--- config.mk ---
export PLATFORM = sky130hd
export DESIGN_NAME = pfs_scroll_fetch
export DESIGN_NICKNAME = d
export VERILOG_FILES = /design/src/verilog/pfs_pkg.sv /design/src/verilog/pfs_delay_line.sv /design/src/verilog/pfs_scroll_fetch.sv
export SDC_FILE = /design/constraint.sdc
export NUM_CORES = 1
export LEC_CHECK = 0
export BUFFER_PORTS_ARGS = -buffer_cell sky130_fd_sc_hd__buf_2
export CORE_UTILIZATION = 49
export CTS_CLUSTER_DIAMETER = 30
export DETAILED_ROUTE_END_ITERATION = 16
export PLACE_DENSITY = 0.67
export RECOVER_POWER = 50
export SYNTH_ARGS = -nofsm -noshare
export SYNTH_HDL_FRONTEND = slang
export SYNTH_HIERARCHICAL = 1
export SYNTH_SLANG_ARGS = --single-unit
--- constraint.sdc ---
create_clock -name sys_clk -period 3.52 [get_ports sys_clk]
set_input_delay 0.176 -clock sys_clk [delete_from_list [all_inputs] [get_ports sys_clk]]
set_output_delay 0.176 -clock sys_clk [all_outputs]
set_load 0.01 [all_outputs]
--- src/verilog/pfs_pkg.sv ---
package pfs_pkg;
	// register byte offsets on the axi4-lite slave
	localparam logic [7:0] PFS_REG_DELAY = 8'h00;
	localparam logic [7:0] PFS_REG_FSTART = 8'h04;
	localparam logic [7:0] PFS_REG_FSTOP = 8'h08;
	localparam logic [7:0] PFS_REG_CTRL = 8'h0C;
	localparam logic [7:0] PFS_REG_STATUS = 8'h10;
	localparam logic [7:0] PFS_REG_MOD0 = 8'h20;
	localparam logic [7:0] PFS_REG_PTR0 = 8'h40;
	localparam int PFS_NPLANES = 6;
	// delay field layout
	localparam int PFS_PF1_LO = 0;
	localparam int PFS_PF2_LO = 4;
	localparam int PFS_DLY_W = 4;
	// fetch window reset values and sprite 7 boundary
	localparam logic [8:0] PFS_FSTART_RST = 9'h038;
	localparam logic [8:0] PFS_FSTOP_RST = 9'h0D0;
	localparam logic [8:0] PFS_FSTART_NORMAL = 9'h038;
	localparam logic [15:0] PFS_DELAY_RST = 16'h0000;
	localparam logic [1:0] PFS_RESP_OKAY = 2'b00;
	localparam logic [1:0] PFS_RESP_SLVERR = 2'b10;
	// control bits
	localparam int PFS_CTRL_HIRES = 0;
	localparam int PFS_CTRL_EN = 1;
endpackage : pfs_pkg

--- src/verilog/pfs_delay_line.sv ---
`timescale 1ns/100ps
// per-plane pixel delay: shift register tapped by delay count
module pfs_delay_line
	import pfs_pkg::*;
#(
	parameter int DEPTH = 32
) (
	input wire logic sys_clk,
	input wire logic reset,
	input wire logic bit_in,
	input wire logic [4:0] tap,
	output logic bit_out
);
	logic [DEPTH-1:0] sr_q;

	// shift history; tap 0 means no extra delay
	always_ff @(posedge sys_clk) begin
		if (reset) begin
			sr_q <= '0;
		end else begin
			sr_q <= {sr_q[DEPTH-2:0], bit_in};
		end
	end

	// delayed tap; tap zero passes straight through
	always_comb begin
		if (tap == 5'd0) begin
			bit_out = bit_in;
		end else begin
			bit_out = sr_q[tap - 5'd1];
		end
	end
endmodule : pfs_delay_line

--- src/verilog/pfs_scroll_fetch.sv ---
// Design decisions made here: the register offsets and the AXI4-Lite register port.
`timescale 1ns/100ps
////////////////////////////////////////////////////////////////////////////
// Function
// - one extra word fetched per plane per line, output held back
// - horizontal delay 0..15 pixels, each shifts data one pixel right
// - in hires each delay unit moves data two hires pixels
// - extra word sits left of window, enters as delay grows
// - fetch start before normal value disables sprite 7 slot
// - one fetch window shared by all planes
// - modulo added to advanced pointer after last word of line
// - each plane uses its own modulo
// - delay bits 3-0 playfield 1, bits 7-4 playfield 2
module pfs_scroll_fetch
	import pfs_pkg::*;
#(
	parameter int AW = 20
) (
	input wire logic sys_clk,
	input wire logic reset,
	input wire logic [31:0] s_axi_awaddr,
	input wire logic s_axi_awvalid,
	output logic s_axi_awready,
	input wire logic [31:0] s_axi_wdata,
	input wire logic [3:0] s_axi_wstrb,
	input wire logic s_axi_wvalid,
	output logic s_axi_wready,
	output logic [1:0] s_axi_bresp,
	output logic s_axi_bvalid,
	input wire logic s_axi_bready,
	input wire logic [31:0] s_axi_araddr,
	input wire logic s_axi_arvalid,
	output logic s_axi_arready,
	output logic [31:0] s_axi_rdata,
	output logic [1:0] s_axi_rresp,
	output logic s_axi_rvalid,
	input wire logic s_axi_rready,
	input wire logic [8:0] hpos,
	input wire logic line_start,
	input wire logic vblank,
	output logic mem_req,
	output logic [AW-1:0] mem_addr,
	output logic [2:0] mem_plane,
	input wire logic mem_ack,
	input wire logic [15:0] mem_data,
	output logic [PFS_NPLANES-1:0] pix_out,
	output logic sprite7_disable
);
	typedef enum logic [1:0] {
		PFS_IDLE = 2'b00,
		PFS_FETCH = 2'b01,
		PFS_WAIT = 2'b10,
		PFS_MOD = 2'b11
	} pfs_state_t;

	logic [15:0] scroll_delay_control_q;
	logic [8:0] fetch_start_position_q, fetch_stop_position_q;
	logic [1:0] ctrl_q;
	logic [AW-1:0] plane_ptr_q [PFS_NPLANES];
	logic [15:0] plane_line_modulo_q [PFS_NPLANES];
	logic [7:0] line_delay_q;
	pfs_state_t state_q;
	logic [2:0] plane_q;
	logic last_word_q, in_window;
	logic [15:0] shreg_q [PFS_NPLANES];
	logic [15:0] hold_q [PFS_NPLANES];
	logic [3:0] pix_cnt_q;
	logic [PFS_NPLANES-1:0] dly_out;
	logic aw_got_q, w_got_q;
	logic [7:0] aw_q;
	logic [31:0] wd_q;

	// index of plane register in a block of six words
	function automatic logic [3:0] reg_idx(input logic [7:0] a,
		input logic [7:0] base);
		logic [7:0] d;
		d = a - base;
		if (a >= base && d[7:2] < PFS_NPLANES && d[1:0] == 2'b00) begin
			reg_idx = {1'b0, d[4:2]};
		end else begin
			reg_idx = 4'hF;
		end
	endfunction : reg_idx

	////////////////////////////////////////////////////////////////////////
	// axi write channel: take address and data in either order
	always_ff @(posedge sys_clk) begin
		if (reset) begin
			aw_got_q <= 1'b0;
			w_got_q <= 1'b0;
			aw_q <= '0;
			wd_q <= '0;
			s_axi_bvalid <= 1'b0;
			s_axi_bresp <= PFS_RESP_OKAY;
			s_axi_awready <= 1'b0;
			s_axi_wready <= 1'b0;
		end else if (aw_got_q && w_got_q) begin
			aw_got_q <= 1'b0;
			w_got_q <= 1'b0;
			s_axi_bvalid <= 1'b1;
			s_axi_awready <= 1'b0;
			s_axi_wready <= 1'b0;
			s_axi_bresp <= (aw_q <= PFS_REG_STATUS && aw_q[1:0] == 2'b00) ||
				reg_idx(aw_q, PFS_REG_MOD0) != 4'hF ||
				reg_idx(aw_q, PFS_REG_PTR0) != 4'hF ? PFS_RESP_OKAY
				: PFS_RESP_SLVERR;
		end else begin
			if (s_axi_awvalid && s_axi_awready) begin
				aw_got_q <= 1'b1;
				aw_q <= s_axi_awaddr[7:0];
			end
			if (s_axi_wvalid && s_axi_wready) begin
				w_got_q <= 1'b1;
				wd_q <= s_axi_wdata;
			end
			if (s_axi_bvalid && s_axi_bready) begin
				s_axi_bvalid <= 1'b0;
			end
			// ready drops on a take, returns once the response is gone
			s_axi_awready <= !aw_got_q && !(s_axi_awvalid && s_axi_awready)
				&& !(s_axi_bvalid && !s_axi_bready);
			s_axi_wready <= !w_got_q && !(s_axi_wvalid && s_axi_wready)
				&& !(s_axi_bvalid && !s_axi_bready);
		end
	end

	// register file writes (software keeps to vertical blanking)
	always_ff @(posedge sys_clk) begin
		if (reset) begin
			scroll_delay_control_q <= PFS_DELAY_RST;
			fetch_start_position_q <= PFS_FSTART_RST;
			fetch_stop_position_q <= PFS_FSTOP_RST;
			ctrl_q <= '0;
		end else if (aw_got_q && w_got_q) begin
			case (aw_q)
				PFS_REG_DELAY: scroll_delay_control_q <= wd_q[15:0];
				PFS_REG_FSTART: fetch_start_position_q <= wd_q[8:0];
				PFS_REG_FSTOP: fetch_stop_position_q <= wd_q[8:0];
				PFS_REG_CTRL: ctrl_q <= wd_q[1:0];
				default: ;
			endcase
		end
	end

	////////////////////////////////////////////////////////////////////////
	// axi read channel
	always_ff @(posedge sys_clk) begin
		if (reset) begin
			s_axi_rvalid <= 1'b0;
			s_axi_rdata <= '0;
			s_axi_rresp <= PFS_RESP_OKAY;
			s_axi_arready <= 1'b0;
		end else if (s_axi_arvalid && s_axi_arready) begin
			s_axi_rvalid <= 1'b1;
			s_axi_arready <= 1'b0;
			s_axi_rresp <= PFS_RESP_OKAY;
			case (s_axi_araddr[7:0])
				PFS_REG_FSTART: s_axi_rdata <= {23'h0, fetch_start_position_q};
				PFS_REG_FSTOP: s_axi_rdata <= {23'h0, fetch_stop_position_q};
				PFS_REG_CTRL: s_axi_rdata <= {30'h0, ctrl_q};
				PFS_REG_STATUS: s_axi_rdata <= {28'h0, sprite7_disable,
					state_q, in_window};
				default: begin
					s_axi_rdata <= '0;
					s_axi_rresp <= (s_axi_araddr[7:0] == PFS_REG_DELAY) ||
						reg_idx(s_axi_araddr[7:0], PFS_REG_MOD0) != 4'hF ||
						reg_idx(s_axi_araddr[7:0], PFS_REG_PTR0) != 4'hF
						? PFS_RESP_OKAY : PFS_RESP_SLVERR;
				end
			endcase
		end else if (s_axi_rready) begin
			s_axi_rvalid <= 1'b0;
			s_axi_arready <= 1'b1;
		end else begin
			s_axi_arready <= !s_axi_rvalid;
		end
	end

	////////////////////////////////////////////////////////////////////////
	// shared fetch window for all planes
	assign in_window = hpos >= fetch_start_position_q &&
		hpos <= fetch_stop_position_q;

	// early fetch start steals the last sprite slot
	always_ff @(posedge sys_clk) begin
		if (reset) begin
			sprite7_disable <= 1'b0;
		end else begin
			sprite7_disable <= fetch_start_position_q < PFS_FSTART_NORMAL;
		end
	end

	// fetch sequencer: one word per plane per slot, modulo at line end
	always_ff @(posedge sys_clk) begin
		if (reset) begin
			state_q <= PFS_IDLE;
			plane_q <= '0;
			last_word_q <= 1'b0;
			mem_req <= 1'b0;
			mem_addr <= '0;
			mem_plane <= '0;
			for (int i = 0; i < PFS_NPLANES; i++) begin
				plane_ptr_q[i] <= '0;
				plane_line_modulo_q[i] <= '0;
			end
		end else begin
			if (aw_got_q && w_got_q) begin
				for (int i = 0; i < PFS_NPLANES; i++) begin
					if (reg_idx(aw_q, PFS_REG_MOD0) == i) begin
						plane_line_modulo_q[i] <= wd_q[15:0];
					end
					if (reg_idx(aw_q, PFS_REG_PTR0) == i) begin
						plane_ptr_q[i] <= wd_q[AW-1:0];
					end
				end
			end
			// a burst that runs across the stop position ends the line
			if (state_q != PFS_IDLE && hpos == fetch_stop_position_q) begin
				last_word_q <= 1'b1;
			end
			case (state_q)
				PFS_IDLE: begin
					if (ctrl_q[PFS_CTRL_EN] && in_window && !vblank) begin
						state_q <= PFS_FETCH;
						plane_q <= '0;
						last_word_q <= hpos >= fetch_stop_position_q;
					end
				end
				PFS_FETCH: begin
					mem_req <= 1'b1;
					mem_addr <= plane_ptr_q[plane_q];
					mem_plane <= plane_q;
					state_q <= PFS_WAIT;
				end
				PFS_WAIT: begin
					if (mem_ack) begin
						mem_req <= 1'b0;
						plane_ptr_q[plane_q] <= plane_ptr_q[plane_q] +
							AW'(2);
						if (plane_q == 3'(PFS_NPLANES - 1)) begin
							state_q <= last_word_q ? PFS_MOD : PFS_IDLE;
						end else begin
							plane_q <= plane_q + 3'd1;
							state_q <= PFS_FETCH;
						end
					end
				end
				PFS_MOD: begin
					for (int i = 0; i < PFS_NPLANES; i++) begin
						plane_ptr_q[i] <= plane_ptr_q[i] +
							AW'(signed'(plane_line_modulo_q[i]));
					end
					state_q <= PFS_IDLE;
				end
				default: state_q <= PFS_IDLE;
			endcase
		end
	end

	// fetched words held until next 16-pixel boundary
	always_ff @(posedge sys_clk) begin
		if (reset) begin
			for (int i = 0; i < PFS_NPLANES; i++) begin
				hold_q[i] <= '0;
				shreg_q[i] <= '0;
			end
			pix_cnt_q <= '0;
			line_delay_q <= '0;
		end else begin
			if (line_start) begin
				line_delay_q <= scroll_delay_control_q[7:0];
				pix_cnt_q <= '0;
			end else begin
				pix_cnt_q <= pix_cnt_q + 4'd1;
			end
			for (int i = 0; i < PFS_NPLANES; i++) begin
				if (state_q == PFS_WAIT && mem_ack && plane_q == 3'(i)) begin
					hold_q[i] <= mem_data;
				end
				// extra word loads first, sits left of window
				if (pix_cnt_q == 4'hF) begin
					shreg_q[i] <= hold_q[i];
				end else begin
					shreg_q[i] <= {shreg_q[i][14:0], 1'b0};
				end
			end
		end
	end

	// per-plane delay; odd planes playfield 1, even playfield 2
	generate
		for (genvar g = 0; g < PFS_NPLANES; g++) begin : g_dly
			logic [3:0] d;
			logic [4:0] tap;
			assign d = (g % 2 == 0) ?
				line_delay_q[PFS_PF1_LO +: PFS_DLY_W] :
				line_delay_q[PFS_PF2_LO +: PFS_DLY_W];
			assign tap = ctrl_q[PFS_CTRL_HIRES] ? {d, 1'b0} : {1'b0, d};
			pfs_delay_line #(.DEPTH(32)) u_dly (
				.sys_clk(sys_clk),
				.reset(reset),
				.bit_in(shreg_q[g][15]),
				.tap(tap),
				.bit_out(dly_out[g])
			);
		end
	endgenerate

	// registered pixel output
	always_ff @(posedge sys_clk) begin
		if (reset) begin
			pix_out <= '0;
		end else begin
			pix_out <= dly_out;
		end
	end
endmodule : pfs_scroll_fetch
; ---- Word-level counts from Yosys, hierarchy flattened
; Memory sizes are Yosys's and may differ from the RTL's. A register that Yosys moved wholly into a read port is not among the register bits.
; Cells that the tools add are included.
[totals]
inputBits = 135
romBits = 0
latchBits = 0
out_inout_bits = 72
mem_count = 4
regBits = 340
word_cells = 386
ramBits = 408
[op_classes]
n_eq_ne = 34
n_mul = 0
muxes = 176
order_cmp = 15
add_sub_neg = 15
bitwise_logic = 37
reduce_logical = 73
div_mod_pow = 0
n_shift = 0
[mem_list]
columns = memory, depth, width, rd, rd_ports_with_merged_regs, write_ports, line
row1 = plane_ptr_q, 6, 20, 7, 1, 7, pfs_scroll_fetch.sv:59  ; logic [AW-1:0] plane_ptr_q [PFS_NPLANES];
row2 = hold_q, 6, 16, 6, 0, 6, pfs_scroll_fetch.sv:66  ; logic [15:0] hold_q [PFS_NPLANES];
row3 = plane_line_modulo_q, 6, 16, 6, 0, 6, pfs_scroll_fetch.sv:60  ; logic [15:0] plane_line_modulo_q [PFS_NPLANES];
row4 = shreg_q, 6, 16, 6, 0, 6, pfs_scroll_fetch.sv:65  ; logic [15:0] shreg_q [PFS_NPLANES];
[ops]
columns = cell, n
row1 = $mux W16, 24
row2 = $mux W20, 12
row3 = $add A20 B20 Y20, 6
row4 = $mux W1, 102
row5 = $mux W4, 14
row6 = $or A1 B1 Y1, 36
row7 = $pmux W9 S4, 1
row8 = $eq A8 B4 Y1 const B, 4
row9 = $bmux W1 S5, 6
row10 = $logic_and A1 B1 Y1, 30
row11 = $lt A6 B3 Y1 const B, 4
row12 = $add A20 B2 Y20 const B, 1
row13 = $ge A9 B9 Y1, 2
row14 = $eq A4 B2 Y1 const B, 4
row15 = $eq A4 B3 Y1 const B, 4
row16 = $eq A8 B3 Y1 const B, 2
row17 = $ge A8 B6 Y1 const B, 2
row18 = $ge A8 B7 Y1 const B, 2
row19 = $logic_not A8 Y1, 2
row20 = $ne A4 B4 Y1 const B, 4
row21 = $reduce_and A2 Y1, 8
row22 = $sub A8 B6 Y8 const B, 2
row23 = $sub A8 B7 Y8 const B, 2
row24 = $mux W3, 5
row25 = 33 further kinds, 71

; ---- Longest topological paths before layout
[depth]
word_depth = 14
ltp_mapped = 12
ltp_nobuf = 12

; ---- Cells and area by module
; The synthesis kept the hierarchy.
[modules_own_cells]
columns = mod, cells_each, instances, area_per_inst_um2
row1 = pfs_scroll_fetch, 2658, 1, 30421.7
row2 = pfs_delay_line, 93, 6, 1226.2

; ---- Worst setup path after synthesis
; Ideal clock, no wire load.
[synth_path]
kind = register -> register
from = register state_q[1]
to = memory plane_ptr_q[7][0], enable pin
path_stages_with_launch = 7
arrival_ps = 2614
n_path_buf = 1
required_ps = 3098
synth_period_minus_slack_ps = 3036
path_slack_ps = 484
cell_sequence = dfxtp_1 > nand2_1 > or2_2 > clkbuf_1 > nor2_1 > nand2_1 > nor3_1
[synth_rtl]
columns = item, line
row1 = "start, declared", pfs_scroll_fetch.sv:62  ; pfs_state_t state_q;
row2 = "start signal, assigned", pfs_scroll_fetch.sv:241  ; state_q <= last_word_q ? PFS_MOD : PFS_IDLE;
row3 = "end, declared", pfs_scroll_fetch.sv:59

==> metrics.cfg <==
[placement]
dp_cells=4394
place_hpwl_mm=70.53
port_buffers=117
gp_congestion=0.9190

[critical_path]
path_class=register to register
cp_max_fo=6
worstPathArrival_ns=3.86
r2r_slack_ns=0.12
end_kind=register
r2r_end=plane_ptr_q[1][17]
worstPathRequired_ns=3.98
start_kind=register
r2r-start=plane_ptr_q[1][1]
reg2regPathDepth=9

[power]
power.switching_mw=6.147
cellPowerDensity_nw_per_um2=571.8
power.leakage_nw=18.53
vdd_drop_max_uv=430.7
p_clk_frac=0.572
total_power_mw=26.49
pwr-share-comb=0.056
p_sw_frac=0.2320
p_int_mw=20.35
power_frac_seq=0.373

[logic_synthesis]
synthAdderAreaFrac=0.05186
synth.area.mux_share=0.09207
yosys.area_share.simple=0.1391
synth_cells=3216
synth_edf_count=448
yosys_warnings=6
syn_area_um2=37780
synth_cell_types=95
synth_top_family_by_area=simple AND/OR/NAND/NOR gates
ys_ff_latch=766
yosysTopAreaCellShare=0.3561
synth_compound_gate_area_share=0.1293
synth_xor_xnor_area_share=0.02855
netlist.top_cell.by_area=edfxtp_1
ys_seq_area_frac=0.5246
synth.area.top_cells=edfxtp_1, dfxtp_1, ha_1
synthArstFlopShare=0
syn_area_per_cell_um2=11.75
synthFlopType=edfxtp_1

[outcome]
status=complete, but fails checks
violations=capacitance limit, slew limit

[clocking]
cts.path.max_buffers=3
root_buffer=clkbuf_16
clkSinkCount=766
ctsHtreeMaxLevel=4
clkTransAtPathRegs_ns=0.05
clock_latency_ns=0.75
cts_tree=built
numCtsBuffers=158
cts_resized=0

[timing]
final_max_slew_viol_count=314
min_period_ns=3.403
rsz0062_at_grt=no
post-route-period-util=0.9667
fmax_mhz=293.9
setup_viol=0
fin_tns_setup_ns=0
hold_violations=0
final.setup_skew_ns=0.04771
slew_headroom=-0.2665
finalHoldWorstSlack_ns=0.05999
worstMarginPinSlew_ns=1.891

[min_path]
hold_depth=6
worstHoldStart=s_axi_araddr[1]
hp-class=input port to register
holdPathEnd=s_axi_rresp[1]

[global_routing]
grt_pass1_wl_mm=154.5
antenna_found_initial=1
grt_max_degree=221
grt-ovfl-total=0
grtUsageTotal=0.2551
grt_pass1_vias=27740

[routing]
wire_per_inst_um=20.97
m1WireLength_mm=42.95
drt-total-wl_mm=99.90
dr.first_iter.drc_count=2165
top_layer=met5
antenna_left=0
first_pass_iters=8
vias=27246
viasPerCell=5.720
remaining_drc_errors=0
dr_wl_met3_mm=6.817
met2_length_mm=46.89

[finish]
layout.nets=3889
syn2layout_area_growth_pct=22.65
final_cells=4763
antennaDiodeCount=0
drive_above_1_share=0.1406

[flow_run]
maxCapViolations=2

[floorplan]
core_um2=76080
rows=101
die_h_um=279.7
fp.dieArea_um2=78210
io_pins=207
initial_core_util=0.4966
die_w_um=279.7

[Yosys cell counts (7+ instances only)]
cell type,instances
mux2_2,11
o21bai_1,14
xnor2_1,67
ha_1,147
a211oi_1,38
buf_6,9
nand3b_1,9
dfxtp_1,318
nand2_1,179
o221ai_1,28
nor2_1,160
mux2i_1,106
o21ai_0,73
o21a_1,25
xor2_1,32
edfxtp_1,448
nor3_1,41
a31oi_1,19
buf_4,25
o22ai_1,45
nand4_1,12
nor2b_1,229
a21o_1,56
a21oi_1,190
buf_1,19
inv_1,88
nand3_1,41
o31a_1,8
nand2b_1,19
buf_2,10
a221oi_1,29
mux4_2,27
and2_1,151
clkbuf_1,135
a22o_1,103
or3_1,12
o211ai_1,7
xor2_2,11
mux4_1,61
a211o_1,16
and3_1,73
[routing by layer]
layer / up-vias / GRT usage
met5: - / 0
met4: 4 / 0.1035
met3: 222 / 0.05988
met2: 1011 / 0.4089
met1: 13299 / 0.3331
li1: 12710 / -
[through the flow]
stage	setup slack, ns	util	cell area, um2
after floorplan	0.4836	-	38230
after global placement	0.2489	0.5277	40150
after detailed placement	0.1738	0.5277	40150
after CTS	0.1638	0.6114	46510
after global routing	0.0007940	0.6091	46340
final	0.1171	0.6091	46340
[power by group through the flow]
stage / Combinational [mW] / Sequential [mW] / Clock [mW]
4_1_cts: 1.47 / 9.88 / 15.3
3_3_place_gp: 1.34 / 10.0 / 0
3_5_place_dp: 1.39 / 10.0 / 0
2_1_floorplan: 0.970 / 9.96 / 0
6_report: 1.47 / 9.88 / 15.1
5_1_grt: 1.60 / 9.89 / 15.8
[state kept, by name, summed over array words and instances, names as in the netlist, 3 cells and up, named ones only]
name and cells:
mem_addr 20, g_dly.u_dly/sr_q 192, mem_plane 3, wd_q 20, scroll_delay_control_q 8, s_axi_rdata 9, line_delay_q 8, shreg_q 96
pix_cnt_q 4, hold_q 96, fetch_start_position_q 9, plane_q 3, aw_q 8, plane_ptr_q 160, plane_line_modulo_q 96, pix_out 6
fetch_stop_position_q 9
[worst max-delay path, cell delays in order (launching register included)]
cell,delay (ns)
edfxtp_1,0.41
ha_1,0.30
a21o_1,0.11
a21oi_1,0.12
o21a_1,0.20
nor3_1,0.63
a2111o_1,0.28
o211ai_1,0.31
o311ai_0,0.60
o211ai_1,0.15
[kinds of logic after synthesis]
kind of cell	after synthesis
AO/OA/AOI/OAI	708
XOR/XNOR	112
adder cells (fa/ha/maj)	153
buffers and inverters	292
flip-flops	766
multiplexers	211
other	2
AND/OR/NAND/NOR	972
[how the worst max path moves through the flow]
stage | start | to | cells after the start
4_1_cts | plane_ptr_q[3][0] | plane_ptr_q[3][18] | 13
3_5_place_dp | plane_ptr_q[3][0] | plane_ptr_q[3][18] | 13
3_3_place_gp | plane_ptr_q[3][0] | plane_ptr_q[3][18] | 13
5_1_grt | plane_ptr_q[3][0] | plane_ptr_q[3][18] | 13
2_1_floorplan | state_q[1] | plane_ptr_q[7][0] | 6
6_report | plane_ptr_q[1][1] | plane_ptr_q[1][17] | 9
[layout make-up]
| class | instances | area, um2 |
|---|---|---|
| multi-input combinational | 2277 | 17160 |
| clock buffer | 192 | 4384 |
| sequential | 766 | 19820 |
| tap | 1030 | 1289 |
| inverter | 92 | 345.3 |
| timing repair buffer | 306 | 2136 |
| clock inverter | 100 | 1207 |
| fill | 6040 | 29740 |
[cell usage in the layout, fill, tap and decap left out, types with 56 or more instances in the layout]
cell type        n
edfxtp_1       448
dfxtp_1        317
nor2b_1        226
a21oi_1        189
nand2_1        179
clkbuf_16      168
nor2_1         156
ha_1           147
and2_1         139
conb_1         121
mux2i_1        106
a22o_1         103
inv_1           89
buf_4           89
clkbuf_1        79
dlygate4sd3_1   77
o21ai_0         73
and3_1          73
xnor2_1         67
buf_2           67
mux4_1          61
a21o_1          56
[what timing repair did]
item,4_1_cts,5_1_grt
hold endpoints to repair,170,0
hold buffers,77,0
setup endpoints to repair,0,0
setup buffers,0,0
No activity file was read; power rests on OpenSTA's default activity.
